[src/verilog/vcs_pkg.sv]
// package: register map, field positions, timing constants for video ctrl regs
package vcs_pkg;
  // ----------------------------------------------------------------
  // register byte addresses
  // ----------------------------------------------------------------
  localparam logic [7:0] ADDR_CONTROL = 8'h00;
  localparam logic [7:0] ADDR_STATUS = 8'h04;
  localparam logic [7:0] ADDR_OVERLAP = 8'h08;
  localparam logic [7:0] ADDR_COLOUR = 8'h0C;
  localparam logic [7:0] ADDR_YPOS = 8'h10;
  localparam logic [7:0] ADDR_XPOS = 8'h14;
  // ----------------------------------------------------------------
  // control bit positions
  // ----------------------------------------------------------------
  localparam int CTL_HINT = 0;
  localparam int CTL_FSTB = 1;
  localparam int CTL_SINT = 2;
  localparam int CTL_GRID = 3;
  localparam int CTL_XINT = 4;
  localparam int CTL_DISP = 5;
  localparam int CTL_DOT = 6;
  localparam int CTL_WIDE = 7;
  // ----------------------------------------------------------------
  // status bit positions
  // ----------------------------------------------------------------
  localparam int ST_HORIZ = 0;
  localparam int ST_STROBE = 1;
  localparam int ST_SOUND = 2;
  localparam int ST_VERT = 3;
  localparam int ST_EXTOV = 6;
  localparam int ST_MAJOV = 7;
  // overlap bit positions
  localparam int OV_EXT = 6;
  // reset values
  localparam logic [7:0] CONTROL_RST = 8'h00;
  localparam logic [7:0] COLOUR_RST = 8'h00;
  localparam logic [7:0] MASK_RST = 8'hFF;
  // ----------------------------------------------------------------
  // timing
  // ----------------------------------------------------------------
  localparam int CLK_KHZ = 25000;
  localparam int LINE_DIV = 227;
  localparam int HSTAT_LEAD_US = 20;
  localparam int HSTAT_TRAIL_US = 5;
  localparam int HBL_CYCLES = 40;
  // line counter counts video ticks stepped from the 25 MHz clock, 227 ticks per line
  localparam int VID_TICK_NUM = 354;
  localparam int VID_TICK_DEN = 2500;
  localparam int LEAD_CYC = (HSTAT_LEAD_US * 354 + 99) / 100;
  localparam int TRAIL_CYC = (HSTAT_TRAIL_US * 354) / 100;
  localparam logic [7:0] HBL_START = 8'(LINE_DIV - HBL_CYCLES);
  localparam logic [7:0] HSTAT_ON = 8'(LINE_DIV - HBL_CYCLES - LEAD_CYC);
  localparam logic [7:0] HSTAT_OFF = 8'(LINE_DIV - TRAIL_CYC);
  localparam logic [7:0] HSYNC_ON = 8'(LINE_DIV - HBL_CYCLES + 4);
  localparam logic [7:0] HSYNC_OFF = 8'(LINE_DIV - HBL_CYCLES + 21);
  localparam logic [7:0] BURST_ON = 8'(LINE_DIV - HBL_CYCLES + 24);
  localparam logic [7:0] BURST_OFF = 8'(LINE_DIV - HBL_CYCLES + 33);
  localparam logic [11:0] FRAC_STEP = 12'd354;
  localparam logic [11:0] FRAC_WRAP = 12'd2500;

  typedef struct packed {
    logic horizBlanking;
    logic vertBlanking;
    logic horizSync;
    logic burstGate;
  } vcs_sync_s;

  typedef struct packed {
    logic gridEnable;
    logic dotEnable;
    logic wideGrid;
    logic displayEnable;
    logic [2:0] gridRgb;
    logic [2:0] backRgb;
    logic gridBright;
  } vcs_video_s;
endpackage

[src/verilog/vcs_regs.sv]
// video control and status register bank with sync generator
//
// Overview of operation
// control bit 0 enables early horizontal interrupt; slave mode raises it at incoming blanking
// control bit 1 forces position strobe internally
// strobe high tracks, falling edge freezes, x read
// control bit 2 gates sound interrupt
// control bit 3 keeps luminance during grid
// control bit 4 enables external overlap interrupt
// control bit 5 enables object display
// host disables display only when idle
// control bit 6 adds dot array
// control bit 7 selects wide vertical segments
// colour latch grid, background, bright bits
// grid disabled frees grid memory
// zero mask bit blocks setting others
// overlap bit order minors, grids, ext, major
// coincident objects set unmasked overlap bits
// overlap status cleared by read
// status bit 0 horizontal window timing
// status bit 1 tracking versus latched
// status bits 2, 3 sound, vertical
// status bits 6, 7 ext, major overlap
// status read clears bits 2, 6, irq
// sync generator free runs always
// master drives four sync, slave takes blanking
// line rate is video clock over 227
// interrupt flip-flop held until status read
`timescale 1ns/1ps
module vcs_regs (
  input wire logic clock,
  input wire logic srst,
  input wire logic [31:0] haddr,
  input wire logic [1:0] htrans,
  input wire logic hwrite,
  input wire logic [2:0] hsize,
  input wire logic [31:0] hwdata,
  input wire logic hsel,
  input wire logic hready,
  output logic [31:0] hrdata,
  output logic hreadyout,
  output logic hresp,
  input wire logic masterMode,
  input wire logic positionStrobePin,
  input wire logic overlapInputPin,
  input wire logic horizBlankingIn,
  input wire logic vertBlankingIn,
  input wire logic vertBlankingGen,
  input wire logic [7:0] objectActive,
  input wire logic soundEmpty,
  input wire logic majorLoadBusy,
  input wire logic [7:0] beamLocationX,
  input wire logic [7:0] beamLocationY,
  input wire logic gridInterval,
  output vcs_pkg::vcs_sync_s syncOut,
  output vcs_pkg::vcs_video_s videoCtl,
  output logic overlapOutPin,
  output logic lumaGate,
  output logic interruptReq
);
  // ----------------------------------------------------------------
  // input synchronisers
  // ----------------------------------------------------------------
  logic [3:0] sync1_q, sync2_q;
  always_ff @(posedge clock) begin
    if (srst) begin
      sync1_q <= 4'h0;
      sync2_q <= 4'h0;
    end else begin
      sync1_q <= {positionStrobePin, overlapInputPin, horizBlankingIn,
                  vertBlankingIn};
      sync2_q <= sync1_q;
    end
  end
  wire stbPinS = sync2_q[3];
  wire cxPinS = sync2_q[2];
  wire hblInS = sync2_q[1];
  wire vblInS = sync2_q[0];

  // ----------------------------------------------------------------
  // ahb-lite slave
  // ----------------------------------------------------------------
  logic wrPend_q, rdPend_q;
  logic [7:0] addr_q;
  wire accept = hsel & hready & htrans[1];
  always_ff @(posedge clock) begin
    if (srst) begin
      wrPend_q <= 1'b0;
      rdPend_q <= 1'b0;
      addr_q <= 8'h00;
    end else begin
      wrPend_q <= accept & hwrite;
      rdPend_q <= accept & ~hwrite;
      addr_q <= accept ? haddr[7:0] : addr_q;
    end
  end
  assign hreadyout = 1'b1;
  assign hresp = 1'b0;
  // reads decode in the address phase so clear-on-read acts once
  wire rdNow = accept & ~hwrite;
  wire rdStatus = rdNow & (haddr[7:0] == vcs_pkg::ADDR_STATUS);
  wire rdOverlap = rdNow & (haddr[7:0] == vcs_pkg::ADDR_OVERLAP);
  wire rdX = rdNow & (haddr[7:0] == vcs_pkg::ADDR_XPOS);
  wire wrCtl = wrPend_q & (addr_q == vcs_pkg::ADDR_CONTROL);
  wire wrColour = wrPend_q & (addr_q == vcs_pkg::ADDR_COLOUR);
  wire wrMask = wrPend_q & (addr_q == vcs_pkg::ADDR_OVERLAP);

  logic [7:0] control_q, colour_q, mask_q;
  always_ff @(posedge clock) begin
    if (srst) begin
      control_q <= vcs_pkg::CONTROL_RST;
      colour_q <= vcs_pkg::COLOUR_RST;
      mask_q <= vcs_pkg::MASK_RST;
    end else begin
      if (wrCtl) control_q <= hwdata[7:0];
      if (wrColour) colour_q <= hwdata[7:0];
      if (wrMask) mask_q <= hwdata[7:0];
    end
  end

  // ----------------------------------------------------------------
  // sync generator: 227 video ticks per line from fractional step
  // ----------------------------------------------------------------
  logic [11:0] frac_q;
  logic [7:0] hcount_q;
  wire [12:0] fracSum = {1'b0, frac_q} + {1'b0, vcs_pkg::FRAC_STEP};
  wire vidTick = fracSum >= {1'b0, vcs_pkg::FRAC_WRAP};
  wire lineEnd = vidTick & (hcount_q == 8'(vcs_pkg::LINE_DIV - 1));
  always_ff @(posedge clock) begin
    if (srst) begin
      frac_q <= 12'h000;
      hcount_q <= 8'h00;
    end else begin
      // runs in both modes, only its use differs; see
      frac_q <= vidTick ? 12'(fracSum - {1'b0, vcs_pkg::FRAC_WRAP})
                        : fracSum[11:0];
      if (vidTick) hcount_q <= lineEnd ? 8'h00 : 8'(hcount_q + 8'h01);
    end
  end
  wire genHbl = hcount_q >= vcs_pkg::HBL_START;
  wire genHsync = (hcount_q >= vcs_pkg::HSYNC_ON) &
                  (hcount_q < vcs_pkg::HSYNC_OFF);
  wire genBurst = (hcount_q >= vcs_pkg::BURST_ON) &
                  (hcount_q < vcs_pkg::BURST_OFF);
  // slave takes only the two blanking signals; see
  wire hblUsed = masterMode ? genHbl : hblInS;
  wire vblUsed = masterMode ? vertBlankingGen : vblInS;
  // in master mode the status window leads blanking by 20 us, drops 5 us before its end
  wire horizStatus = masterMode ?
    ((hcount_q >= vcs_pkg::HSTAT_ON) & (hcount_q < vcs_pkg::HSTAT_OFF)) :
    hblUsed;
  logic [3:0] syncOut_q;
  always_ff @(posedge clock) begin
    if (srst) syncOut_q <= 4'h0;
    else syncOut_q <= masterMode ?
      {genHbl, vertBlankingGen, genHsync, genBurst} : 4'h0;
  end
  assign syncOut = syncOut_q;

  // ----------------------------------------------------------------
  // position strobe and x-y capture
  // ----------------------------------------------------------------
  wire strobeOr = stbPinS | control_q[vcs_pkg::CTL_FSTB];
  logic strobeOr_q, frozen_q;
  logic [7:0] xPos_q, yPos_q;
  wire strobeFall = strobeOr_q & ~strobeOr;
  always_ff @(posedge clock) begin
    if (srst) begin
      strobeOr_q <= 1'b0;
      frozen_q <= 1'b0;
      xPos_q <= 8'h00;
      yPos_q <= 8'h00;
    end else begin
      strobeOr_q <= strobeOr;
      // sampled away from video ticks so beam counter is stable; see
      if (strobeOr & ~vidTick) begin
        xPos_q <= beamLocationX;
        yPos_q <= beamLocationY;
      end
      if (strobeFall) frozen_q <= 1'b1;
      else if (rdX) frozen_q <= 1'b0;
    end
  end
  wire tracking = strobeOr & ~frozen_q;

  // ----------------------------------------------------------------
  // overlap status and chip status
  // ----------------------------------------------------------------
  wire [7:0] objs = {objectActive[7], cxPinS, objectActive[5:0]};
  wire [7:0] masked = objs & mask_q;
  wire [3:0] maskedCnt = 4'(masked[0]) + 4'(masked[1]) + 4'(masked[2]) +
    4'(masked[3]) + 4'(masked[4]) + 4'(masked[5]) + 4'(masked[6]) +
    4'(masked[7]);
  // an object hidden by its mask bit sets no one else's bit; see
  wire coincide = (maskedCnt >= 4'h2);
  wire [7:0] ovSet = coincide ? masked : 8'h00;
  logic [7:0] overlap_q;
  logic sndSvc_q, extOv_q, majOv_q, irq_q;
  wire extEvent = cxPinS & (objs[5:0] != 6'h00);
  wire irqSet = (control_q[vcs_pkg::CTL_HINT] & horizStatus) |
    (control_q[vcs_pkg::CTL_SINT] & soundEmpty) |
    (control_q[vcs_pkg::CTL_XINT] & extEvent);
  always_ff @(posedge clock) begin
    if (srst) begin
      overlap_q <= 8'h00;
      sndSvc_q <= 1'b0;
      extOv_q <= 1'b0;
      majOv_q <= 1'b0;
      irq_q <= 1'b0;
    end else begin
      // set wins over clear-on-read
      overlap_q <= (rdOverlap ? 8'h00 : overlap_q) | ovSet;
      sndSvc_q <= (sndSvc_q & ~rdStatus) | soundEmpty;
      extOv_q <= (extOv_q & ~rdStatus) | extEvent;
      majOv_q <= majOv_q | majorLoadBusy;
      irq_q <= (irq_q & ~rdStatus) | irqSet;
    end
  end
  assign interruptReq = irq_q;
  assign overlapOutPin = objectActive[7] | (objectActive[5:0] != 6'h00);

  wire [7:0] statusWord = {majOv_q, extOv_q, 2'b00, vblUsed, sndSvc_q,
                           tracking, horizStatus};
  logic [7:0] rdData_q;
  wire [7:0] rdMux =
    (haddr[7:0] == vcs_pkg::ADDR_CONTROL) ? control_q :
    (haddr[7:0] == vcs_pkg::ADDR_STATUS) ? statusWord :
    (haddr[7:0] == vcs_pkg::ADDR_OVERLAP) ? overlap_q :
    (haddr[7:0] == vcs_pkg::ADDR_YPOS) ? yPos_q :
    (haddr[7:0] == vcs_pkg::ADDR_XPOS) ? xPos_q : 8'h00;
  always_ff @(posedge clock) begin
    if (srst) rdData_q <= 8'h00;
    else if (rdNow) rdData_q <= rdMux;
  end
  assign hrdata = {24'h000000, rdData_q};

  // ----------------------------------------------------------------
  // video control outputs
  // ----------------------------------------------------------------
  // grid off leaves grid memory to the host, no rendering reads it
  assign videoCtl.gridEnable = control_q[vcs_pkg::CTL_GRID];
  assign videoCtl.dotEnable = control_q[vcs_pkg::CTL_DOT];
  assign videoCtl.wideGrid = control_q[vcs_pkg::CTL_WIDE];
  assign videoCtl.displayEnable = control_q[vcs_pkg::CTL_DISP];
  assign videoCtl.gridRgb = colour_q[2:0];
  assign videoCtl.backRgb = colour_q[5:3];
  assign videoCtl.gridBright = colour_q[6];
  assign lumaGate = ~gridInterval | control_q[vcs_pkg::CTL_GRID];

  // ----------------------------------------------------------------
  // assertions
  // ----------------------------------------------------------------
  irq_hold_a: assert property (@(posedge clock) disable iff (srst)
    irq_q & ~rdStatus |=> irq_q)
    else $error("interrupt dropped without status read");
  irq_clear_a: assert property (@(posedge clock) disable iff (srst)
    rdStatus & ~irqSet |=> ~irq_q)
    else $error("interrupt not cleared by status read");
  snd_gate_a: assert property (@(posedge clock) disable iff (srst)
    ~irq_q & ~control_q[0] & ~control_q[2] & ~control_q[4] |=> ~irq_q)

    else $error("interrupt raised with sources disabled");
  ovl_clear_a: assert property (@(posedge clock) disable iff (srst)
    rdOverlap & ~coincide |=> overlap_q == 8'h00)
    else $error("overlap status not cleared on read");
  ovl_mask_a: assert property (@(posedge clock) disable iff (srst)
    ~overlap_q[0] & ~mask_q[0] & ~wrMask |=> ~overlap_q[0])
    else $error("masked overlap bit set");
  freeze_a: assert property (@(posedge clock) disable iff (srst)
    strobeFall |=> frozen_q)
    else $error("strobe fall did not freeze");
  hold_x_a: assert property (@(posedge clock) disable iff (srst)
    ~strobeOr & ~$past(strobeOr) |=> $stable(xPos_q))
    else $error("x position changed while frozen");
  line_len_a: assert property (@(posedge clock) disable iff (srst)
    lineEnd |=> hcount_q == 8'h00)
    else $error("line counter did not wrap");
  slave_sync_a: assert property (@(posedge clock) disable iff (srst)
    ~masterMode ##1 ~masterMode |-> syncOut_q == 4'h0)
    else $error("slave drove sync outputs");

  // ----------------------------------------------------------------
  // rule checks on sources, capture and sync outputs
  // ----------------------------------------------------------------
  // each enabled source must reach the flip-flop on the very next edge
  hint_set_a: assert property (@(posedge clock) disable iff (srst)
    control_q[vcs_pkg::CTL_HINT] & horizStatus |=> irq_q)
    else $error("horizontal interrupt not raised");
  sint_set_a: assert property (@(posedge clock) disable iff (srst)
    control_q[vcs_pkg::CTL_SINT] & soundEmpty |=> irq_q)
    else $error("sound interrupt not raised");
  xint_set_a: assert property (@(posedge clock) disable iff (srst)
    control_q[vcs_pkg::CTL_XINT] & extEvent |=> irq_q)
    else $error("external overlap interrupt not raised");
  snd_flag_a: assert property (@(posedge clock) disable iff (srst)
    soundEmpty |=> sndSvc_q)
    else $error("sound service flag not set");
  ext_flag_a: assert property (@(posedge clock) disable iff (srst)
    extEvent |=> extOv_q)
    else $error("external overlap flag not set");
  maj_flag_a: assert property (@(posedge clock) disable iff (srst)
    majorLoadBusy |=> majOv_q)
    else $error("major overlap flag not set");
  ovl_set_a: assert property (@(posedge clock) disable iff (srst)
    coincide |=> (overlap_q & $past(masked)) == $past(masked))
    else $error("coincident objects not recorded");
  luma_off_a: assert property (@(posedge clock) disable iff (srst)
    gridInterval & ~control_q[vcs_pkg::CTL_GRID] |-> ~lumaGate)
    else $error("luminance active in grid interval");
  xy_track_a: assert property (@(posedge clock) disable iff (srst)
    strobeOr & ~vidTick |=> xPos_q == $past(beamLocationX))
    else $error("x position did not follow beam");
  unfreeze_a: assert property (@(posedge clock) disable iff (srst)
    rdX & ~strobeFall |=> ~frozen_q)
    else $error("x read did not release freeze");
  hstat_on_a: assert property (@(posedge clock) disable iff (srst)
    masterMode & (hcount_q == vcs_pkg::HSTAT_ON) |-> horizStatus)
    else $error("horizontal status not raised in time");
  count_step_a: assert property (@(posedge clock) disable iff (srst)
    vidTick & ~lineEnd |=> hcount_q == 8'($past(hcount_q) + 8'h01))
    else $error("line counter skipped a tick");
  master_hbl_a: assert property (@(posedge clock) disable iff (srst)
    masterMode |=> syncOut_q[3] == $past(genHbl))
    else $error("master blanking output wrong");
  ctl_write_a: assert property (@(posedge clock) disable iff (srst)
    wrCtl |=> control_q == $past(hwdata[7:0]))
    else $error("control write lost");
  colour_wr_a: assert property (@(posedge clock) disable iff (srst)
    wrColour |=> colour_q == $past(hwdata[7:0]))
    else $error("colour latch write lost");
  cov_master_c: cover property (@(posedge clock) masterMode & lineEnd);
  cov_snd_c: cover property (@(posedge clock) soundEmpty ##1 rdStatus);
  cov_irq_c: cover property (@(posedge clock) irqSet ##1 rdStatus);
  cov_ovl_c: cover property (@(posedge clock) coincide ##1 rdOverlap);
  cov_frz_c: cover property (@(posedge clock) strobeFall ##[1:20] rdX);
endmodule

[config.mk]
export PLATFORM = sky130hd
export DESIGN_NAME = vcs_regs
export DESIGN_NICKNAME = d
export VERILOG_FILES = /design/src/verilog/vcs_pkg.sv /design/src/verilog/vcs_regs.sv
export SDC_FILE = /design/constraint.sdc
export NUM_CORES = 1
export LEC_CHECK = 0
export BUFFER_PORTS_ARGS = -buffer_cell sky130_fd_sc_hd__clkbuf_2
export CAP_MARGIN = 5
export CORE_ASPECT_RATIO = 1.1
export CORE_UTILIZATION = 40
export CTS_CLUSTER_SIZE = 8
export DETAILED_ROUTE_END_ITERATION = 6
export PLACE_DENSITY = 0.66
export SLEW_MARGIN = 5
export SYNTH_ARGS = -nofsm -noshare
export SYNTH_HDL_FRONTEND = slang
export SYNTH_SLANG_ARGS = --single-unit
[constraint.sdc]
create_clock -name clock -period 3.5 [get_ports clock]
set_input_delay 0.35 -clock clock [delete_from_list [all_inputs] [get_ports clock]]
set_output_delay 0.35 -clock clock [all_outputs]
set_load 0.03 [all_outputs]
==> results.yml <==
critical_path:
  critPathMaxStageDelay_ns: 0.54
  cp_max_fo: 8
  cp_cell_sequence: "and2_4 -> fa_1 -> inv_2 -> fa_1 -> inv_1 -> fa_1 -> ha_2 -> inv_2 -> fa_2 -> nor2_2 -> nand2_1 -> a21oi_2 -> o21ai_4 -> a32oi_1 -> nor2_1"
  r2r_slack_ns: 0.04
  crit_slowest_cell: "fa_1"
  r2r_end: "overlap_q[5]"
  crit_type: "flip-flop to flip-flop"
  critical-path-top-delay-family: "adder cells"
  cp_data_arrival_time_ns: 3.68
  start_kind: "flip-flop"
  worst-path-buf-inv: 3
  worstPathRequired_ns: 3.72
  timing.rr.start: "mask_q[0]"
  crit_path_end_kind: "flip-flop"
  rr_worst_depth: 15
  crit_path_frequent_cell: "fa_1"
timing:
  rsz0062_at_grt: "true"
  worst_slack_ns: 0.04256
  fmax_ghz: 0.2892
  maxSlewViolCount: 0
  relSlewSlack_pct: 37.92
  hold_ws_ns: 0.2141
  tightest_slew_ns: 0.9277
  hold_viol: 0
  fin_skew_ns: 0.005381
  fin_crit_sh_pct: 98.78
  fin_crit_ns: 3.457
  setup_tns_ns: 0
  setup_viol: 0
detailed_routing:
  drc: 0
  drt_iter0_markers: 339
  drt.antenna.violating_nets: 0
  viasPerCell: 5.402
  wl_per_cell_um: 14.99
  drt_wl_total_um: 12260
  first_pass_iters: 5
  vias: 4419
place:
  placed_cells: 800
  gp_congestion: 0.8997
  dp_hpwl_um: 8927
  place_ws_ns: -0.3285
  io_buffers: 79
flow_run:
  maxCapViolCount: 0
pwr:
  power_frac_comb_pct: 17.3
  power_frac_seq_pct: 47.5
  netSwitchingFraction_pct: 28.92
  vdd_drop_max_mv: 0.3484
  power_frac_clock_pct: 35.2
  p_leak_uw: 0.002295
  p_switching_uw: 772.7
  powerDensity_nw_per_um2: 460.5
  internal-power_uw: 1899
die:
  core.rowCount: 42
  die_y_um: 120.7
  dieArea_um2: 13260
  die_w_um: 109.9
  core_um2: 12240
  start_util_pct: 41.81
  ios: 159
synthesis:
  syn_inst: 597
  syn_area_um2: 5120
  synth_ff_type: "dfxtp_1"
  async_flop_share_pct: 0
  yosysSeqAreaShare_pct: 39.49
  synth_area_leaders: "dfxtp_1 (39%), a21oi_1 (5.5%), nor2_1 (4.8%)"
  synth_top_area_share_pct: 39.49
  synth.distinct_cells: 64
  synth_warnings: 0
  ys_ff_latch: 101
  synthTopCellsByCount: "dfxtp_1 (101), nor2_1 (65), a21oi_1 (56)"
  synth_edf_count: 0
  synth_area_per_cell_um2: 8.576
  yosysTopAreaCell: "dfxtp_1"
  synth.most_common_cell: "dfxtp_1"
grt:
  track_usage_pct: 19.34
  antenna_found_initial: 0
  grt_max_degree: 57
  grt_pass1_wl_um: 19950
  first_global_vias: 4049
  overflow: 0
layout:
  diodes: 0
  nFillCells: 1204
  layout.area.seq_um2: 2023
  multi_input_comb_area_um2: 2763
  fin_cells: 818
  drive_above_1_share_pct: 19.73
  syn2layout_area_growth_pct: 13.29
  post-route-util_pct: 47.37
  fin_nets: 779
worst_hold_path:
  min_path_cells: 2
  holdPathEnd: "sync1_q[1]"
  holdCritStartpoint: "horizBlankingIn"
  hold_class: "primary input to flip-flop"
clock_tree:
  clkSlewWorstSetupHoldPaths_ns: 0.07
  cts_buffers: 9
  clockBufferDepth: 2
  clkSinkCount: 101
  clock-root-buffer: "clkbuf_16"
  cts_hold_buf: 0
  cts_tree: "yes"
  clkLatencyLatePin_ns: 0.34
  h-tree-depth: 3
status:
  status: "completed"
-- flip-flops by register name (all words and copies together), names as in the netlist, 4 cells and up --
register   cells
control_q      8
sync2_q        4
overlap_q      8
yPos_q         8
frac_q        11
xPos_q         8
hcount_q       8
mask_q         8
syncOut        4
colour_q       7
rdData_q       8
sync1_q        4
addr_q         8
-- what timing repair did --
action | 4_1_cts | 5_1_grt
resized for setup | 8 | 3
setup buffers | 1 | 1
pin swaps | 7 | 5
endpoints found under the setup margin | 8 | 8
-- routing by layer --
metal | track usage (%) | share of wire (%) | up-vias
li1 | - | - | 2168
met1 | 25.50 | 46 | 2105
met2 | 31.45 | 48 | 135
met3 | 4.367 | 4.7 | 11
met4 | 5.250 | 1.3 | 0
met5 | 0 | 0 | -
-- placed cells by master (no fill, tap or decap), drive strengths merged, types with 4 or more instances in the layout --
| master | synthesis | final |
|---|---|---|
| nor3 | 11 | 11 |
| xor2 | 4 | 4 |
| dfxtp | 101 | 101 |
| clkbuf | 20 | 90 |
| o21ai | 32 | 32 |
| buf | 43 | 12 |
| mux2 | 5 | 5 |
| mux2i | 23 | 23 |
| nand2 | 40 | 40 |
| a211oi | 7 | 7 |
| nor2 | 67 | 67 |
| nor4 | 5 | 5 |
| inv | 14 | 15 |
| nand3b | 20 | 20 |
| a211o | 8 | 8 |
| a22oi | 9 | 9 |
| and2 | 12 | 12 |
| nand2b | 5 | 5 |
| nor2b | 11 | 11 |
| and3 | 16 | 16 |
| nand4 | 7 | 7 |
| a21oi | 60 | 60 |
| o22ai | 6 | 6 |
| xnor2 | 5 | 5 |
| fa | 4 | 4 |
| ha | 9 | 9 |
| conb | 2 | 26 |
| nand3 | 15 | 15 |
-- power by group through the flow --
stage	Clock [µW]	Sequential, µW	Combinational (µW)
5_1_grt	1010	1280	512
6_report	940	1270	461
4_1_cts	959	1270	457
3_3_place_gp	0	1290	417
2_1_floorplan	0	1270	368
3_5_place_dp	0	1290	433
-- metrics by stage --
step,total power [µW],cell area [µm²]
after detailed placement,1727,5474
after floorplan,1635,5214
final,2671,5801
after CTS,2685,5786
after global placement,1707,5474
after global routing,2795,5801
-- how the worst max path moves through the flow --
| stage | start | end | slack [ns] | cells past startpoint |
|---|---|---|---|---|
| 2_1_floorplan | objectActive[0] | overlap_q[6] | 0.02 | 15 |
| 3_3_place_gp | objectActive[0] | overlap_q[6] | -0.19 | 16 |
| 3_5_place_dp | objectActive[0] | overlap_q[5] | -0.33 | 16 |
| 4_1_cts | mask_q[0] | overlap_q[5] | 0.01 | 15 |
| 5_1_grt | mask_q[0] | overlap_q[5] | -0.12 | 15 |
| 6_report | mask_q[0] | overlap_q[5] | 0.04 | 15 |
-- kinds of logic after synthesis --
family / Yosys count / synth area share [%]
xor+xnor: 9 / 1.539
fa+ha+maj: 13 / 3.764
flops: 101 / 39.49
buf+inv: 77 / 8.993
compound gates: 148 / 18.60
other cells: 2 / 0.1467
simple gates: 219 / 21.80
mux: 28 / 5.669
-- final cells by class --
class | count | share of cell area (%)
Multi-Input combinational cell | 443 | 47.63
Sequential cell | 101 | 34.88
Timing Repair Buffer | 90 | 8.456
Clock buffer | 12 | 4.249
Tap cell | 154 | 3.322
Inverter | 14 | 0.9060
Clock inverter | 4 | 0.5608
(Power assumes the default switching activity.)
